## src/common/gpb_defs.svh

```systemverilog
// Function
// - Eight-pin bank; each pin independently input or output.
// - Direction, level, latch, threshold, open-drain, slew, analog and pull-up registers.
// - Direction 1 disables driver; 0 drives latch value onto pin.
// - Level read returns sampled pins; level write updates the output latch.
// - Port writes are read-modify-write into the output latch.
// - Latch register write acts exactly like a level register write.
// - Latch register read returns latch contents, not pin levels.
// - Analog select disables the pin's digital input buffer.
// - Digital reads of analog pins return zero.
// - Direction bits still control drivers on analog pins.
// - Analog select never affects digital output driving.
// - Analog select bits reset to analog on pins 0-5; pins 6-7 come up digital.
// - Open-drain bit gives sink-only drive; clear gives push-pull.
// - Slew bit requests limited slew; clear requests maximum rate.
// - Threshold bit selects input threshold for reads.
// - Enabled peripheral blocks port output; pin stays readable.
// - Threshold 1 selects Schmitt trigger, 0 selects TTL.
// - Pull-up is disabled whenever the pin is an output.
// - After reset pins carry latch data; routing selects other functions.
`ifndef GPB_DEFS_SVH
`define GPB_DEFS_SVH

`define GPB_WIDTH        8
`define GPB_OFS_DIR      12'h000
`define GPB_OFS_LEVEL    12'h004
`define GPB_OFS_LATCH    12'h008
`define GPB_OFS_ANALOG   12'h00C
`define GPB_OFS_PULLUP   12'h010
`define GPB_OFS_ODRAIN   12'h014
`define GPB_OFS_SLEW     12'h018
`define GPB_OFS_THRESH   12'h01C
`define GPB_OFS_PERIPH   12'h020
`define GPB_OFS_GLOBAL   12'h024
`define GPB_RST_DIR      8'hFF
`define GPB_RST_LATCH    8'h00
`define GPB_RST_ANALOG   8'h3F
`define GPB_ANALOG_MASK  8'h3F
`define GPB_RST_PULLUP   8'hFF
`define GPB_RST_ODRAIN   8'h00
`define GPB_RST_SLEW     8'hFF
`define GPB_RST_THRESH   8'h00
`define GPB_RST_PERIPH   8'h00
`define GPB_RST_GLOBAL   1'b1
`define GPB_ADDR_W       12

`endif

```

## src/common/gpb_pkg.sv

```systemverilog
package gpb_pkg;
  typedef enum logic [1:0] {
    GPB_IDLE   = 2'b00,
    GPB_ACCESS = 2'b01
  } gpb_phase_t;
endpackage

```

## src/core/gpb_sync.sv

```systemverilog
`timescale 1ns/1ps
`default_nettype none
`include "gpb_defs.svh"
module gpb_sync (
  // Clock and reset
  input  wire logic                   pclk,
  input  wire logic                   presetn,
  // Data
  input  wire logic [`GPB_WIDTH-1:0]  din,
  output logic      [`GPB_WIDTH-1:0]  dout
);
  logic [`GPB_WIDTH-1:0] stage1;

  // The first stage feeds only the second, to contain metastability.
  always_ff @(posedge pclk or negedge presetn) begin
    if (!presetn) begin
      stage1 <= `GPB_RST_LATCH;
      dout   <= `GPB_RST_LATCH;
    end else begin
      stage1 <= din;
      dout   <= stage1;
    end
  end
endmodule
`default_nettype wire

```

## src/core/gpb_pad_ctrl.sv

```systemverilog
`timescale 1ns/1ps
`default_nettype none
`include "gpb_defs.svh"
module gpb_pad_ctrl (
  // Configuration
  input  wire logic [`GPB_WIDTH-1:0]  dir,
  input  wire logic [`GPB_WIDTH-1:0]  latch,
  input  wire logic [`GPB_WIDTH-1:0]  odrain,
  input  wire logic [`GPB_WIDTH-1:0]  pullup_req,
  input  wire logic                   pullup_off,
  input  wire logic [`GPB_WIDTH-1:0]  periph,
  input  wire logic [`GPB_WIDTH-1:0]  periph_out,
  // Pad controls
  output logic      [`GPB_WIDTH-1:0]  pin_out,
  output logic      [`GPB_WIDTH-1:0]  pin_oe,
  output logic      [`GPB_WIDTH-1:0]  pin_pu
);
  wire [`GPB_WIDTH-1:0] drive_val;
  wire [`GPB_WIDTH-1:0] drive_on;

  // Routing hands a pin to a peripheral; otherwise the latch owns it.
  assign drive_val = (periph & periph_out) | (~periph & latch);
  // Direction alone gates the driver, whatever the analog select says.
  assign drive_on  = ~dir;
  // Open-drain pins only sink: a high value releases the pin.
  assign pin_oe  = drive_on & ~(odrain & drive_val);
  assign pin_out = drive_val & ~odrain;
  assign pin_pu  = pullup_req & dir & {`GPB_WIDTH{~pullup_off}};
endmodule
`default_nettype wire

```

## src/core/gpb_port.sv

```systemverilog
// The register addresses and register access over APB were chosen for this implementation.
`timescale 1ns/1ps
`default_nettype none
`include "gpb_defs.svh"
module gpb_port (
  // APB
  input  wire logic                   pclk,
  input  wire logic                   presetn,
  input  wire logic                   psel,
  input  wire logic                   penable,
  input  wire logic                   pwrite,
  input  wire logic [`GPB_ADDR_W-1:0] paddr,
  input  wire logic [31:0]            pwdata,
  input  wire logic [3:0]             pstrb,
  output logic      [31:0]            prdata,
  output logic                        pready,
  output logic                        pslverr,
  // Pins
  input  wire logic [`GPB_WIDTH-1:0]  pin_in,
  output logic      [`GPB_WIDTH-1:0]  pin_out,
  output logic      [`GPB_WIDTH-1:0]  pin_oe,
  // Pad cell controls
  output logic      [`GPB_WIDTH-1:0]  pad_pull_up,
  output logic      [`GPB_WIDTH-1:0]  pad_slew_limit,
  output logic      [`GPB_WIDTH-1:0]  pad_schmitt,
  output logic      [`GPB_WIDTH-1:0]  pad_input_enable,
  // Peripheral routing
  input  wire logic [`GPB_WIDTH-1:0]  periph_out,
  output logic      [`GPB_WIDTH-1:0]  pin_digital_in
);
  // ------------------------------------------------------------
  // Registers
  // ------------------------------------------------------------
  logic [`GPB_WIDTH-1:0] bank_direction_bits;
  logic [`GPB_WIDTH-1:0] bank_output_latch;
  logic [`GPB_WIDTH-1:0] bank_analog_select;
  logic [`GPB_WIDTH-1:0] pull_up_enable_bits;
  logic [`GPB_WIDTH-1:0] open_drain_select_bits;
  logic [`GPB_WIDTH-1:0] slew_limit_bits;
  logic [`GPB_WIDTH-1:0] input_threshold_bits;
  logic [`GPB_WIDTH-1:0] periph_enable_bits;
  logic                  global_pull_up_disable;
  logic [`GPB_WIDTH-1:0] pins_synced;
  gpb_pkg::gpb_phase_t   phase;

  // ------------------------------------------------------------
  // Bus decode
  // ------------------------------------------------------------
  // Only the low lane carries register data; the upper lanes are ignored.
  function automatic logic [`GPB_WIDTH-1:0] merge_byte(
    input logic [`GPB_WIDTH-1:0] old_val,
    input logic [31:0]           wdata,
    input logic                  lane
  );
    merge_byte = lane ? wdata[`GPB_WIDTH-1:0] : old_val;
  endfunction

  // The whole address is compared, so an unaligned offset never aliases a register.
  function automatic logic addr_is(
    input logic [`GPB_ADDR_W-1:0] addr,
    input logic [`GPB_ADDR_W-1:0] offset
  );
    addr_is = (addr == offset);
  endfunction

  // The phase register keeps an enable that had no setup cycle from writing.
  wire bus_access = psel & penable & (phase == gpb_pkg::GPB_ACCESS);
  wire bus_wr     = bus_access & pwrite;
  wire rd_setup   = psel & ~penable & ~pwrite;
  wire hit_dir    = addr_is(paddr, `GPB_OFS_DIR);
  wire hit_level  = addr_is(paddr, `GPB_OFS_LEVEL);
  wire hit_latch  = addr_is(paddr, `GPB_OFS_LATCH);
  wire hit_analog = addr_is(paddr, `GPB_OFS_ANALOG);
  wire hit_pullup = addr_is(paddr, `GPB_OFS_PULLUP);
  wire hit_odrain = addr_is(paddr, `GPB_OFS_ODRAIN);
  wire hit_slew   = addr_is(paddr, `GPB_OFS_SLEW);
  wire hit_thresh = addr_is(paddr, `GPB_OFS_THRESH);
  wire hit_periph = addr_is(paddr, `GPB_OFS_PERIPH);
  wire hit_global = addr_is(paddr, `GPB_OFS_GLOBAL);
  wire hit_any    = hit_dir | hit_level | hit_latch | hit_analog | hit_pullup |
                    hit_odrain | hit_slew | hit_thresh | hit_periph | hit_global;
  wire lane0      = pstrb[0];

  // Write enables, one for each register.
  wire wr_dir     = bus_wr & hit_dir;
  wire wr_analog  = bus_wr & hit_analog;
  wire wr_pullup  = bus_wr & hit_pullup;
  wire wr_odrain  = bus_wr & hit_odrain;
  wire wr_slew    = bus_wr & hit_slew;
  wire wr_thresh  = bus_wr & hit_thresh;
  wire wr_periph  = bus_wr & hit_periph;
  wire wr_global  = bus_wr & hit_global & lane0;

  // Level and latch writes share one path into the latch.
  wire latch_wr = bus_wr & (hit_level | hit_latch);

  // A level write modifies the pin value as read; the strobe keeps
  // unstrobed bits at the read value, so a write is read-modify-write.
  wire [`GPB_WIDTH-1:0] next_latch = merge_byte(pin_digital_in, pwdata, lane0);

  // ------------------------------------------------------------
  // Input path
  // ------------------------------------------------------------
  gpb_sync u_sync (
    .pclk    (pclk),
    .presetn (presetn),
    .din     (pin_in),
    .dout    (pins_synced)
  );

  // Analog pins have no digital buffer and read as zero.
  assign pad_input_enable = ~bank_analog_select;
  assign pin_digital_in   = pins_synced & ~bank_analog_select;
  assign pad_schmitt      = input_threshold_bits;
  assign pad_slew_limit   = slew_limit_bits;

  // ------------------------------------------------------------
  // Output path
  // ------------------------------------------------------------
  gpb_pad_ctrl u_pad (
    .dir        (bank_direction_bits),
    .latch      (bank_output_latch),
    .odrain     (open_drain_select_bits),
    .pullup_req (pull_up_enable_bits),
    .pullup_off (global_pull_up_disable),
    .periph     (periph_enable_bits),
    .periph_out (periph_out),
    .pin_out    (pin_out),
    .pin_oe     (pin_oe),
    .pin_pu     (pad_pull_up)
  );

  // ------------------------------------------------------------
  // Register writes
  // ------------------------------------------------------------
  // Every register keeps its value unless its own write enable is up.
  wire [`GPB_WIDTH-1:0] next_dir =
      wr_dir ? merge_byte(bank_direction_bits, pwdata, lane0) :
               bank_direction_bits;

  // A latch write loads even with the lane off: it then holds the pins as read.
  wire [`GPB_WIDTH-1:0] next_output_latch =
      latch_wr ? next_latch : bank_output_latch;

  // Only the six implemented analog bits can be set.
  wire [`GPB_WIDTH-1:0] next_analog =
      wr_analog ? (merge_byte(bank_analog_select, pwdata, lane0) & `GPB_ANALOG_MASK) :
                  bank_analog_select;

  wire [`GPB_WIDTH-1:0] next_pull_up =
      wr_pullup ? merge_byte(pull_up_enable_bits, pwdata, lane0) :
                  pull_up_enable_bits;

  wire [`GPB_WIDTH-1:0] next_open_drain =
      wr_odrain ? merge_byte(open_drain_select_bits, pwdata, lane0) :
                  open_drain_select_bits;

  wire [`GPB_WIDTH-1:0] next_slew =
      wr_slew ? merge_byte(slew_limit_bits, pwdata, lane0) :
                slew_limit_bits;

  wire [`GPB_WIDTH-1:0] next_threshold =
      wr_thresh ? merge_byte(input_threshold_bits, pwdata, lane0) :
                  input_threshold_bits;

  wire [`GPB_WIDTH-1:0] next_periph =
      wr_periph ? merge_byte(periph_enable_bits, pwdata, lane0) :
                  periph_enable_bits;

  wire next_pull_up_off = wr_global ? pwdata[0] : global_pull_up_disable;

  // ------------------------------------------------------------
  // Register storage
  // ------------------------------------------------------------
  // Pins come up as inputs, so nothing is driven before software picks a direction.
  always_ff @(posedge pclk or negedge presetn) begin
    if (!presetn) begin
      bank_direction_bits <= `GPB_RST_DIR;
    end else begin
      bank_direction_bits <= next_dir;
    end
  end

  // The latch starts at zero, so a pin first turned to output drives low.
  always_ff @(posedge pclk or negedge presetn) begin
    if (!presetn) begin
      bank_output_latch <= `GPB_RST_LATCH;
    end else begin
      bank_output_latch <= next_output_latch;
    end
  end

  // Analog after reset keeps the input buffers of pins 0-5 quiet when left floating.
  always_ff @(posedge pclk or negedge presetn) begin
    if (!presetn) begin
      bank_analog_select <= `GPB_RST_ANALOG;
    end else begin
      bank_analog_select <= next_analog;
    end
  end

  // Pull-up requests come up set, but the global disable holds them off.
  always_ff @(posedge pclk or negedge presetn) begin
    if (!presetn) begin
      pull_up_enable_bits <= `GPB_RST_PULLUP;
    end else begin
      pull_up_enable_bits <= next_pull_up;
    end
  end

  // Push-pull drive until software asks for open-drain.
  always_ff @(posedge pclk or negedge presetn) begin
    if (!presetn) begin
      open_drain_select_bits <= `GPB_RST_ODRAIN;
    end else begin
      open_drain_select_bits <= next_open_drain;
    end
  end

  // Limited slew by default trades edge speed for less ringing on the board.
  always_ff @(posedge pclk or negedge presetn) begin
    if (!presetn) begin
      slew_limit_bits <= `GPB_RST_SLEW;
    end else begin
      slew_limit_bits <= next_slew;
    end
  end

  always_ff @(posedge pclk or negedge presetn) begin
    if (!presetn) begin
      input_threshold_bits <= `GPB_RST_THRESH;
    end else begin
      input_threshold_bits <= next_threshold;
    end
  end

  // Routing starts off, so the latch owns every pin out of reset.
  always_ff @(posedge pclk or negedge presetn) begin
    if (!presetn) begin
      periph_enable_bits <= `GPB_RST_PERIPH;
    end else begin
      periph_enable_bits <= next_periph;
    end
  end

  // The global disable comes up set, so no pull-up is on out of reset.
  always_ff @(posedge pclk or negedge presetn) begin
    if (!presetn) begin
      global_pull_up_disable <= `GPB_RST_GLOBAL;
    end else begin
      global_pull_up_disable <= next_pull_up_off;
    end
  end

  // ------------------------------------------------------------
  // Bus phase tracking
  // ------------------------------------------------------------
  always_ff @(posedge pclk or negedge presetn) begin
    if (!presetn) begin
      phase <= gpb_pkg::GPB_IDLE;
    end else begin
      case (phase)
        gpb_pkg::GPB_IDLE:   phase <= (psel && !penable) ? gpb_pkg::GPB_ACCESS : gpb_pkg::GPB_IDLE;
        gpb_pkg::GPB_ACCESS: phase <= gpb_pkg::GPB_IDLE;
        default:             phase <= gpb_pkg::GPB_IDLE;
      endcase
    end
  end

  // ------------------------------------------------------------
  // Read data
  // ------------------------------------------------------------
  // The global disable reads back in bit 0 with the unused bits as zero.
  wire [`GPB_WIDTH-1:0] rd_global = {{(`GPB_WIDTH-1){1'b0}}, global_pull_up_disable};

  // Registered during setup so the access phase completes in one cycle.
  wire [`GPB_WIDTH-1:0] rd_sel =
      hit_dir    ? bank_direction_bits    :
      hit_level  ? pin_digital_in         :
      hit_latch  ? bank_output_latch      :
      hit_analog ? bank_analog_select     :
      hit_pullup ? pull_up_enable_bits    :
      hit_odrain ? open_drain_select_bits :
      hit_slew   ? slew_limit_bits        :
      hit_thresh ? input_threshold_bits   :
      hit_periph ? periph_enable_bits     :
      hit_global ? rd_global              :
                   `GPB_RST_LATCH;

  always_ff @(posedge pclk or negedge presetn) begin
    if (!presetn) begin
      prdata <= 32'h0000_0000;
    end else if (rd_setup) begin
      prdata <= {24'h00_0000, rd_sel};
    end
  end

  assign pready  = 1'b1;
  assign pslverr = bus_access & ~hit_any;
endmodule
`default_nettype wire

```

## config.mk

```make
export PLATFORM = sky130hd
export DESIGN_NAME = gpb_port
export DESIGN_NICKNAME = d
export VERILOG_FILES = /design/src/common/gpb_pkg.sv /design/src/core/gpb_sync.sv /design/src/core/gpb_pad_ctrl.sv /design/src/core/gpb_port.sv
export VERILOG_INCLUDE_DIRS = /design/src /design/src/common
export SDC_FILE = /design/constraint.sdc
export NUM_CORES = 1
export LEC_CHECK = 0
export BUFFER_PORTS_ARGS = -buffer_cell sky130_fd_sc_hd__clkbuf_2
export CORE_MARGIN = 2
export CORE_UTILIZATION = 51
export CTS_CLUSTER_SIZE = 40
export DETAILED_ROUTE_END_ITERATION = 10
export HOLD_SLACK_MARGIN = 0.08
export PLACE_DENSITY_LB_ADDON = 0.08
export SKIP_LAST_GASP = 1
export SLEW_MARGIN = 15
export SYNTH_ARGS = -nofsm -noshare
export SYNTH_HDL_FRONTEND = slang
export SYNTH_SLANG_ARGS = --single-unit
export TNS_END_PERCENT = 100
```

## constraint.sdc

```tcl
create_clock -name pclk -period 1.84 [get_ports pclk]
set_input_delay 0.092 -clock pclk [delete_from_list [all_inputs] [get_ports pclk]]
set_output_delay 0.092 -clock pclk [all_outputs]
set_load 0.02 [all_outputs]
```

Word level (Yosys, flattened, before mapping) --
Index checks and enable logic that the tools add are counted.
Word-level totals: word-level logic and storage cells 91, output and inout port bits 90, latch bits 0, memories kept 0, bits in read-only memories 0, bits in registers 89, bits in writable memories 0, bits of input ports 69
Cells by class: add/subtract/negate cells 0, divide/modulo/power cells 0, equal/unequal tests 10, shifts and indexed selects 0, reduce and logical (&&, ||, !) cells 11, bitwise operators 44, $lt $le $gt $ge 0, multiplexer cells 13, $mul 0
Operator list (count):
- $mux W8 | 10
- $and A8 B8 Y8 | 8
- $eq A12 B5 Y1 const B | 4
- $not A8 Y8 | 4
- $eq A12 B4 Y1 const B | 2
- $eq A12 B6 Y1 const B | 2
- $and A1 B1 Y1 | 16
- $reduce_and A2 Y1 | 7
- $eq A12 B3 Y1 const B | 1
- $logic_not A12 Y1 | 1
- $or A1 B1 Y1 | 10
- $not A6 Y8 | 1
- $or A8 B8 Y8 | 1
- $not A1 Y1 | 4
- $eq A2 B1 Y1 const B | 1
- $logic_not A2 Y1 | 1
- $mux W1 | 2
- $mux W2 | 1
- $logic_and A1 B1 Y1 | 1
- $logic_not A1 Y1 | 1

Longest topological paths before layout --
Gate-level depths: netlist of the first run.
depth after elaboration 12, depth in mapped cells 8, gate-level depth less buffers 6

Modules after synthesis --
A second synthesis of the first run with hierarchy kept.
Second synthesis, totals: cells, all modules 442, area, all modules 4714.5 um^2
Modules (own cells, without submodules):
- gpb_port | area each 4010.1 um^2, times used 1, cells each 379, sequential area each 1840.5 um^2
- gpb_sync | area each 400.4 um^2, times used 1, cells each 16, sequential area each 400.4 um^2
- gpb_pad_ctrl | area each 304.0 um^2, times used 1, cells each 47, sequential area each 0.0 um^2

Least setup slack after synthesis of the first run --
OpenSTA, ideal clock, no wires.
kind input -> register, start point input paddr[5], end point register prdata[7], setup time 87 ps, data arrival time 1780 ps, data required time 1753 ps, stages 6, buffers on the path 1, path slack -27 ps, cell sequence buf_2 > or4b_4 > nor3_4 > a21oi_1 > or4_1 > a211oi_2
Between the ends: longest elaborated chain between the ends 10, elaborated cells on any way between the ends 18, those cells by class 8 x eq/ne; 9 x mux; 1 x reduce/logical
RTL lines:
- start, declared | line gpb_port.sv:12 | input wire logic [`GPB_ADDR_W-1:0] paddr,
- $eq A12 B6 Y1 | line gpb_port.sv:63 | addr_is = (addr == offset);
- $mux W8 (no source line) (8 in a row)
- $mux W8 (no source line) *
- end signal, assigned | line gpb_port.sv:294 | prdata <= {24'h00_0000, rd_sel};
- end, declared | line gpb_port.sv:15 | output logic [31:0] prdata,
Every way passes the cells marked *; elsewhere a longest branch is shown, timed or not. A chain may end at the register's enable or synchronous reset.

Final worst setup path of the first run --
start point input penable, end point register pull_up_enable_bits[3]
Between the ends: longest elaborated chain between the ends 5
RTL lines:
- start, declared | line gpb_port.sv:10 | input wire logic penable,
- $and A1 B1 Y1 (2 in a row) | line gpb_port.sv:67 | wire bus_access = psel & penable & (phase == gpb_pkg::GPB_ACCESS);
- $and A1 B1 Y1 | line gpb_port.sv:68 | wire bus_wr = bus_access & pwrite;
- $and A1 B1 Y1 | line gpb_port.sv:87 | wire wr_pullup = bus_wr & hit_pullup;
- $reduce_and A2 Y1 (no source line)
- end signal, assigned | line gpb_port.sv:205 | pull_up_enable_bits <= `GPB_RST_PULLUP;
- end signal, assigned | line gpb_port.sv:207 | pull_up_enable_bits <= next_pull_up;
- end, declared | line gpb_port.sv:37 | logic [`GPB_WIDTH-1:0] pull_up_enable_bits;
No other way between the ends.

==> impl_metrics.csv, run 1 <==
group,metric,value,unit
run_status,status,"finished clean",
synth,synth-async-reset-ratio,1.00,
critical_path,r2r-end,"pull_up_enable_bits[3]$_DFFE_PN1P_",
synth,ys_ff_latch,88,
placed_design,place_area,0.00555,mm^2
finish,area_growth,27.8,%
critical_path,reg2reg_from,"phase[0]$_DFF_PN0_",
grt,track_usage,0.270,
route,ant_nets,0,
critical_path,worst_setup_path_start_kind,"input pin",
finish,diodes,0,
synth,synthCells,435,
critical_path,worstPathRequired,2.12,ns
finish,layout-drive-gt1-share,0.471,
cts,cts_buffers,9,
sta,max_freq,0.580,GHz
grt,antenna_found_initial,0,
cts,clk_latency,0.36,ns
finish,finalInstanceArea,0.00590,mm^2
critical_path,regToRegSetupSlack,0.15,ns
synth,synth.most_common_cell,"mux2_2",
grt,grt_pass1_wl,20600,um
sta,layout_setup_ws,0.116,ns
power_and_ir_drop,power_frac_comb,0.126,
power_and_ir_drop,sw_frac_of_total,0.266,
cts,cts_tree,"done",
worst_hold_path,min_from,"pwdata[3]",
synth,ys_seq_area_frac,0.486,
sta,slew_violations,0,
cts,cts_sinks,88,
power_and_ir_drop,intPower,2.82,mW
route,wirelength,13000,um
critical_path,worstSetupPathType,"input pin to flop",
cts,cts-root-buf,"clkbuf_8",
sta,period_share,0.937,
floorplanning,die-area,0.00982,mm^2
sta,final-hold-violation-count,0,
synth,synth_top_area_frac,0.309,
synth,synthTopCellsByArea,"dfrtp_1 (31%), dfstp_2 (18%), mux2_2 (15%), buf_4 (4.7%), nand2_1 (2.8%)",
power_and_ir_drop,peakVddDrop,0.476,mV
route,wl_met1,5700,um
cts,clk_pin_slew_worst_paths,0.09,ns
finish,fin_util,0.673,
floorplanning,core_area,0.00876,mm^2
synth,synth_edf_count,0,
route,drtIter0Drc,167,
power_and_ir_drop,power.switching,1.02,mW
grt,grt_pass1_vias,3901,
route,drc,0,
route,dr.pass1.iters,5,
critical_path,endpoint_kind,"flop",
cts,htree_levels,3,
power_and_ir_drop,clock_power_share,0.353,
sta,grt_setup_unrepaired,"no",
placed_design,dp_hpwl,9590,um
worst_hold_path,hold_path_depth,2,
route,dr_wl_met3,883,um
critical_path,critical_path.max_fanout,5,
synth,synth_warnings,0,
synth,synthTopCellsByCount,"mux2_2 (63), dfrtp_1 (57), nand2_1 (35)",
synth,synth_largest_area_cell,"dfrtp_1",
placed_design,portBuffers,104,
sta,fin_skew,0.0109,ns
floorplanning,start_util,0.527,
route,route.met2.wl,6230,um
cts,clockBufferDepth,2,
run,cap_violations,0,
power_and_ir_drop,seqPwrFrac,0.521,
route,top_layer,"met4",
power_and_ir_drop,p_leak,2.86,nW
placed_design,dp_slack,-0.0811,ns
synth,syn_area_per_cell,10.6,um^2
sta,period_needed,1.72,ns
route,wire_per_inst,18.2,um
worst_hold_path,min_path_type,"input pin to flop",
floorplanning,num_rows,34,
synth,synth_cell_types,47,
grt,grt_start_max_net_pins,44,
floorplanning,io_pins,159,
worst_hold_path,hold_end,"pad_schmitt[3]$_DFFE_PN0P_",
floorplanning,fp.dieW,99.1,um
critical_path,arrival,2.01,ns
finish,finish.net_count,669,
route,vias,3906,
placed_design,gp_congestion,0.902,
synth,netlist_area,0.00461,mm^2
critical_path,r2r_cells,7,
power_and_ir_drop,p_per_area,652,mW/mm^2
route,via_per_inst,5.48,
floorplanning,die_y,99.1,um
synth,synth_ff_type,"dfrtp_1",
sta,setup_viol,0,
grt,grt_overflow_total,0,
[layer usage]
metal,vias up,GRT usage
met5,-,0
met4,0,0.0748
met3,18,0.0534
met2,154,0.427
met1,1919,0.384
li1,1815,-
[logic make-up (layout without fill, tap and decap cells)]
logic type | Yosys count | after routing | share of synthesized area
other | 2 | 27 | 0.00163
multiplexers | 77 | 77 | 0.190
buffers and inverters | 59 | 204 | 0.0729
flip-flops | 88 | 88 | 0.486
AND/OR/NAND/NOR | 130 | 130 | 0.144
AO/OA/AOI/OAI | 79 | 79 | 0.106
[power by group through the flow]
stage,combinational (mW),sequential (mW),clock [mW]
after detailed placement,0.458,2.04,0
after global routing,0.530,2.01,1.47
after floorplan,0.247,2.06,0
after global placement,0.451,2.04,0
after CTS,0.480,2.00,1.39
final,0.484,2.00,1.36
[per-stage QoR]
step | TNS [ns] | hold slack [ns] | power, mW | cells
global route | 0 | 0.0943 | 4.01 | 713
finish | 0 | 0.107 | 3.84 | 713
floorplan | -0.0857 | -0.204 | 2.31 | 460
detailed placement | -1.02 | 0.0598 | 2.50 | 684
global placement | -0.727 | 0.0507 | 2.49 | 684
CTS | 0 | 0.0924 | 3.87 | 713
[sequential cells by signal, indices dropped and copies added (netlist names)]
| name | cells |
|---|---|
| phase | 1 |
| open_drain_select_bits | 8 |
| pull_up_enable_bits | 8 |
| global_pull_up_disable | 1 |
| bank_direction_bits | 8 |
| bank_output_latch | 8 |
| u_sync.stage1 | 8 |
| bank_analog_select | 6 |
| prdata | 8 |
| pad_slew_limit | 8 |
| u_sync.dout | 8 |
| periph_enable_bits | 8 |
| pad_schmitt | 8 |
[layout by cell type (no fill, tap or decap), types with 10 or more instances in the layout]
cell           netlist  final
mux2_2              63     63
conb_1               2     27
clkbuf_8             0     10
buf_4               29     54
o21ai_0             22     22
nand2_1             35     35
inv_1               14     14
dfrtp_1             57     57
dfstp_2             31     31
a21oi_1             26     26
mux2i_1             12     12
dlygate4sd3_1        0     13
clkbuf_2             0    103
nor3_1              12     12
nor2b_1             10     10
nor2_1              34     34
[worst max path at each step]
stage,end,slack (ns),startpoint
3_5_place_dp,bank_direction_bits[5]$_DFFE_PN1P_,-0.08,paddr[7]
4_1_cts,pad_schmitt[2]$_DFFE_PN0P_,0.06,penable
3_3_place_gp,bank_direction_bits[5]$_DFFE_PN1P_,-0.09,paddr[7]
6_report,pull_up_enable_bits[3]$_DFFE_PN1P_,0.12,penable
2_1_floorplan,open_drain_select_bits[0]$_DFFE_PN0P_,-0.005,paddr[9]
5_1_grt,pull_up_enable_bits[3]$_DFFE_PN1P_,0.02,penable
[timing repair]
item / in CTS / in global routing
hold endpoints to repair: 80 / 0
resized for setup: 0 / 5
setup endpoints to repair: 0 / 31
setup buffers: 0 / 0
hold buffers: 13 / 0
[critical path, cell delays in order]
cell	delay, ns
dlygate4sd3_1	0.52
clkbuf_2	0.14
and3_4	0.20
and3_4	0.20
buf_4	0.12
nand2_1	0.08
nor2_2	0.14
buf_4	0.18
mux2_2	0.34
[final cells by class]
type                       count  area [um^2]
fill                         702         2870
sequential                    88         2240
multi-input combinational    313         2150
timing repair buffer         174         1120
clock buffer                  12          145
tap                          108          135
clock inverter                 4         53.8
inverter                      14         52.6
No activity file was read; power rests on OpenSTA's default activity.
==> run 2, diff against run 1 <==
Settings changed: PLACE_DENSITY set to 0.8, PLACE_DENSITY_LB_ADDON 0.08 to unset.
==> run 2 against run 1 <==
  * Critical path depth decreased by 3
  * Register-to-register slack worse by 0.06 ns
  * Wire length increased by 5.1%
  * Clock power rose by 21%
  * Worst hold slack worse by 0.021 ns
  * Utilization grew 0.10 points
  * Sequential cell count unchanged
  * Via count rose by 3.0%
  * Critical path type is now flop to flop
  * First-iteration DRC count increased by 120%
==> impl_metrics.csv, run 2 (synthesis results as in run 1) <==
group,metric,value,unit
cts,cts_buffers,9,
sta,setup_viol,0,
grt,grt_start_max_net_pins,34,
route,drtIter0Drc,365,
grt,grt_overflow_total,0,
critical_path,cpMostUsedCell,"and3_1",
sta,max_freq,0.570,GHz
critical_path,worstSetupPathType,"flop to flop",
cts,clk_pin_slew_worst_paths,0.09,ns
route,wirelength,13700,um
sta,final-hold-violation-count,0,
route,vias,4025,
critical_path,worstPathRequired,2.10,ns
run,cap_violations,0,
cts,cts_tree,"done",
cts,htree_levels,3,
floorplanning,fp.dieW,99.1,um
floorplanning,num_rows,34,
sta,grt_setup_unrepaired,"yes",
route,wire_per_inst,19.3,um
critical_path,path_cells,"and3_1, and3_1, nand3_2, nor2_2, buf_4, mux2_2",
cts,clk_latency,0.37,ns
floorplanning,io_pins,159,
cts,cts_sinks,88,
finish,final_common_cell,"clkbuf_2",
placed_design,place_area,0.00554,mm^2
cts,clockBufferDepth,2,
power_and_ir_drop,peakVddDrop,0.450,mV
power_and_ir_drop,p_per_area,701,mW/mm^2
floorplanning,die_y,99.1,um
grt,track_usage,0.283,
floorplanning,core_area,0.00876,mm^2
route,drc,0,
placed_design,dp_hpwl,10000,um
placed_design,dp_slack,-0.0958,ns
grt,antenna_found_initial,0,
grt,grt_pass1_vias,4051,
route,dr.pass1.iters,5,
finish,diodes,0,
critical_path,critical_path.max_fanout,5,
critical_path,critical_path.top_delay_family,"simple AND/OR/NAND/NOR gates",
finish,layout-drive-gt1-share,0.466,
finish,final_cell_mix,"clkbuf_2 (103), mux2_2 (63), dfrtp_1 (57)",
critical_path,arrival,2.01,ns
sta,fin_skew,0.00581,ns
floorplanning,die-area,0.00982,mm^2
sta,period_share,0.954,
grt,grt_pass1_wl,21200,um
sta,period_needed,1.75,ns
placed_design,gp_congestion,0.968,
critical_path,path_buf_inv,1,
critical_path,slowest_stage,"dfrtp_1",
finish,finish.net_count,665,
finish,area_growth,28.0,%
route,via_per_inst,5.68,
floorplanning,start_util,0.527,
critical_path,endpoint_kind,"flop",
placed_design,portBuffers,104,
sta,slew_violations,0,
run_status,status,"finished clean",
critical_path,worst_setup_path_start_kind,"flop",
sta,fin_tns_setup,0,ns
power_and_ir_drop,p_leak,2.87,nW
finish,finalInstanceArea,0.00591,mm^2
worst_hold_path,min_path_type,"input pin to flop",
sta,layout_setup_ws,0.0850,ns
route,ant_nets,0,
cts,cts-root-buf,"clkbuf_8",
critical_path,slowest_delay,0.36,ns
## run 2: final cells by class
type	count	area (um^2)
Sequential cell	88	2240
Inverter	14	52.6
Timing Repair Buffer	170	1100
Clock buffer	10	128
Multi-Input combinational cell	313	2140
Clock inverter	6	115
Fill cell	675	2860
Tap cell	108	135
## run 2: final timing paths
| kind | startpoint | depth (start not counted) | to | slack, ns |
|---|---|---|---|---|
| max | phase[0]$_DFF_PN0_ | 6 | open_drain_select_bits[2]$_DFFE_PN0P_ | 0.09 |
| min | pwdata[6] | 2 | pad_schmitt[6]$_DFFE_PN0P_ | 0.09 |
| max reg2reg | phase[0]$_DFF_PN0_ | 6 | open_drain_select_bits[2]$_DFFE_PN0P_ | 0.09 |
| min reg2reg | u_sync.stage1[6]$_DFF_PN0_ | 0 | u_sync.dout[6]$_DFF_PN0_ | 0.36 |
| max in group asynchronous | presetn | 3 | bank_direction_bits[7]$_DFFE_PN1P_ | 1.03 |
| min in group asynchronous | presetn | 2 | bank_output_latch[5]$_DFFE_PN0P_ | 0.18 |
## run 2: what timing repair did
item / CTS / global route
setup endpoints to repair: 0 / 24
hold buffers: 12 / 0
buffers inserted: 0 / 0
resized for setup: 0 / 1
endpoints found under the hold margin: 82 / 0
## run 2: layer usage
layer / share of wire / GRT usage / vias up
met5: 0 / 0 / -
met4: 0.031 / 0.131 / 0
met3: 0.077 / 0.0478 / 38
met2: 0.49 / 0.460 / 222
met1: 0.40 / 0.373 / 1953
li1: - / - / 1812
## run 2: per-stage QoR
stage,power [mW],utilization,hold WS [ns],std cells
floorplan,2.31,-,-0.204,460
detailed placement,2.50,0.632,0.0471,681
global placement,2.49,0.632,0.0497,681
global route,4.27,0.674,0.104,709
finish,4.14,0.674,0.0854,709
CTS,4.15,0.673,0.0814,709
## run 2: power by group
part           internal [mW]  switching [mW]  total [mW]
Sequential              1.98          0.0244        2.00
Combinational          0.175           0.317       0.492
Clock                  0.912           0.729        1.64
==> run 3, diff against run 2 <==
Settings changed: CTS_BUF_LIST set to sky130_fd_sc_hd__clkbuf_16, SETUP_SLACK_MARGIN set to 0.05.
==> run 3 against run 2 <==
  * Fmax is 1.8% higher
  * Combinational power barely moved
  * Worst setup slack gained 0.031 ns
  * Power is 11% higher
  * Via count up 1.1%
  * Count of clock-buffer cells in the layout decreased by 1
  * Die area unchanged
  * Critical endpoint is now pull_up_enable_bits[2]$_DFFE_PN1P_
  * Largest power group is now the clock network
  * Highest routed layer unchanged
==> impl_metrics.csv, run 3 (synthesis results as in run 1) <==
group,metric,value,unit
sta,layout_setup_ws,0.116,ns
power_and_ir_drop,p_leak,2.91,nW
cts,cts_setup_buffers,0,
sta,max_freq,0.580,GHz
floorplanning,start_util,0.527,
critical_path,cpMostUsedCell,"and3_4",
critical_path,path_cells,"and3_4, and3_4, buf_4, nand2_1, nor2_2, buf_6, mux2_2",
worst_hold_path,min_path_type,"input pin to flop",
route,dr.pass1.iters,5,
run_status,status,"finished clean",
sta,period_share,0.937,
cts,clockBufferDepth,2,
grt,grt_start_max_net_pins,34,
cts,cts_tree,"done",
critical_path,worst_setup_path_start_kind,"flop",
floorplanning,fp.dieW,99.1,um
route,top_layer,"met4",
critical_path,slowest_stage,"dfrtp_1",
cts,cts_sinks,88,
sta,slew_violations,0,
grt,antenna_found_initial,0,
floorplanning,num_rows,34,
cts,clk_latency,0.34,ns
sta,grt_setup_unrepaired,"no",
placed_design,dp_slack,-0.0958,ns
finish,area_growth,30.3,%
placed_design,gp_congestion,0.968,
route,drtIter0Drc,284,
cts,cts_buffers,9,
sta,fin_skew,0.00565,ns
route,route.met2.wl,6710,um
placed_design,portBuffers,104,
route,wire_per_inst,19.4,um
critical_path,slowest_delay,0.36,ns
floorplanning,core_area,0.00876,mm^2
critical_path,path_buf_inv,2,
finish,layout-drive-gt1-share,0.470,
finish,fillers,662,
finish,finish.net_count,664,
route,drc,0,
floorplanning,die_y,99.1,um
finish,fin_util,0.686,
run,cap_violations,0,
power_and_ir_drop,peakVddDrop,0.509,mV
finish,final_cell_mix,"clkbuf_2 (103), mux2_2 (63), dfrtp_1 (57)",
critical_path,worstSetupPathType,"flop to flop",
grt,grt_overflow_total,0,
critical_path,arrival,1.99,ns
route,vias,4070,
floorplanning,io_pins,159,
critical_path,critical_path.top_delay_family,"simple AND/OR/NAND/NOR gates",
route,ant_nets,0,
placed_design,dp_hpwl,10000,um
finish,final_common_cell,"clkbuf_2",
floorplanning,die-area,0.00982,mm^2
critical_path,worstPathRequired,2.10,ns
sta,setup_viol,0,
route,wl_met1,5470,um
cts,cts-root-buf,"clkbuf_16",
sta,period_needed,1.72,ns
power_and_ir_drop,p_per_area,767,mW/mm^2
finish,diodes,0,
route,wirelength,13700,um
cts,htree_levels,3,
route,via_per_inst,5.75,
grt,grt_pass1_wl,21400,um
grt,track_usage,0.285,
sta,fin_tns_setup,0,ns
cts,clk_pin_slew_worst_paths,0.07,ns
power_and_ir_drop,power,4.61,mW
grt,grt_pass1_vias,4067,
critical_path,critical_path.max_fanout,5,
critical_path,endpoint_kind,"flop",
critical_path,regToRegSetupSlack,0.12,ns
sta,final-hold-violation-count,0,
route,dr_wl_met3,974,um
## run 3: changes by cell type in the layout (fill, tap and decap cells not counted)
| cell | previous run | this run |
|---|---|---|
| and3_4 | 0 | 2 |
| buf_4 | 51 | 50 |
| buf_6 | 0 | 1 |
| and3_1 | 6 | 4 |
| inv_1 | 14 | 15 |
| clkbuf_8 | 9 | 0 |
| dlygate4sd3_1 | 12 | 11 |
| clkbuf_16 | 0 | 9 |
| clkbuf_1 | 1 | 0 |
## run 3: path summary, 6_finish.rpt
path,from,depth (start not counted),end
min in group asynchronous,presetn,2,bank_output_latch[5]$_DFFE_PN0P_
worst min-delay path,pwdata[6],2,pad_schmitt[6]$_DFFE_PN0P_
max in group asynchronous,presetn,3,bank_direction_bits[7]$_DFFE_PN1P_
worst max-delay path,phase[0]$_DFF_PN0_,7,pull_up_enable_bits[2]$_DFFE_PN1P_
worst min register to register,u_sync.stage1[4]$_DFF_PN0_,0,u_sync.dout[4]$_DFF_PN0_
worst max register to register,phase[0]$_DFF_PN0_,7,pull_up_enable_bits[2]$_DFFE_PN1P_
## run 3: worst reg2reg max path: cells and delay by family, from the launching register on
family	cells	cell delay [ns]
multiplexers	1	0.33
flip-flops	1	0.36
AND/OR/NAND/NOR	4	0.69
buffers and inverters	2	0.28
## run 3: metal layers
metal,global-route usage,vias to the layer above
li1,-,1815
met5,0,-
met4,0.150,0
met2,0.458,239
met3,0.0401,50
met1,0.378,1966
## run 3: through the flow
| stage | hold WS, ns | std cells | area (um^2) |
|---|---|---|---|
| after floorplan | -0.204 | 460 | 4710 |
| after global placement | 0.0497 | 681 | 5540 |
| after detailed placement | 0.0471 | 681 | 5540 |
| after CTS | 0.100 | 708 | 6000 |
| after global routing | 0.128 | 708 | 6010 |
| final | 0.112 | 708 | 6010 |
## run 3: area by class of cell
cell class | instances | area [um^2] | area share
inverter | 14 | 52.6 | 0.00874
multi-input combinational | 313 | 2150 | 0.357
clock inverter | 7 | 119 | 0.0198
sequential | 88 | 2240 | 0.373
timing repair buffer | 169 | 1090 | 0.182
tap | 108 | 135 | 0.0225
clock buffer | 9 | 225 | 0.0375
## run 3: report_power, final
group | total, mW | switching (mW) | leakage (nW) | internal [mW]
sequential | 2.01 | 0.0246 | 1.06 | 1.98
clock | 2.11 | 0.781 | 0.168 | 1.33
combinational | 0.492 | 0.318 | 1.68 | 0.174
## run 3: repair_timing
item | 4_1_cts | 5_1_grt
pin swaps | 0 | 1
gates resized for setup | 1 | 3
setup endpoints to repair | 2 | 33
hold buffers | 11 | 0
hold endpoints to repair | 65 | 0
gates cloned | 0 | 0
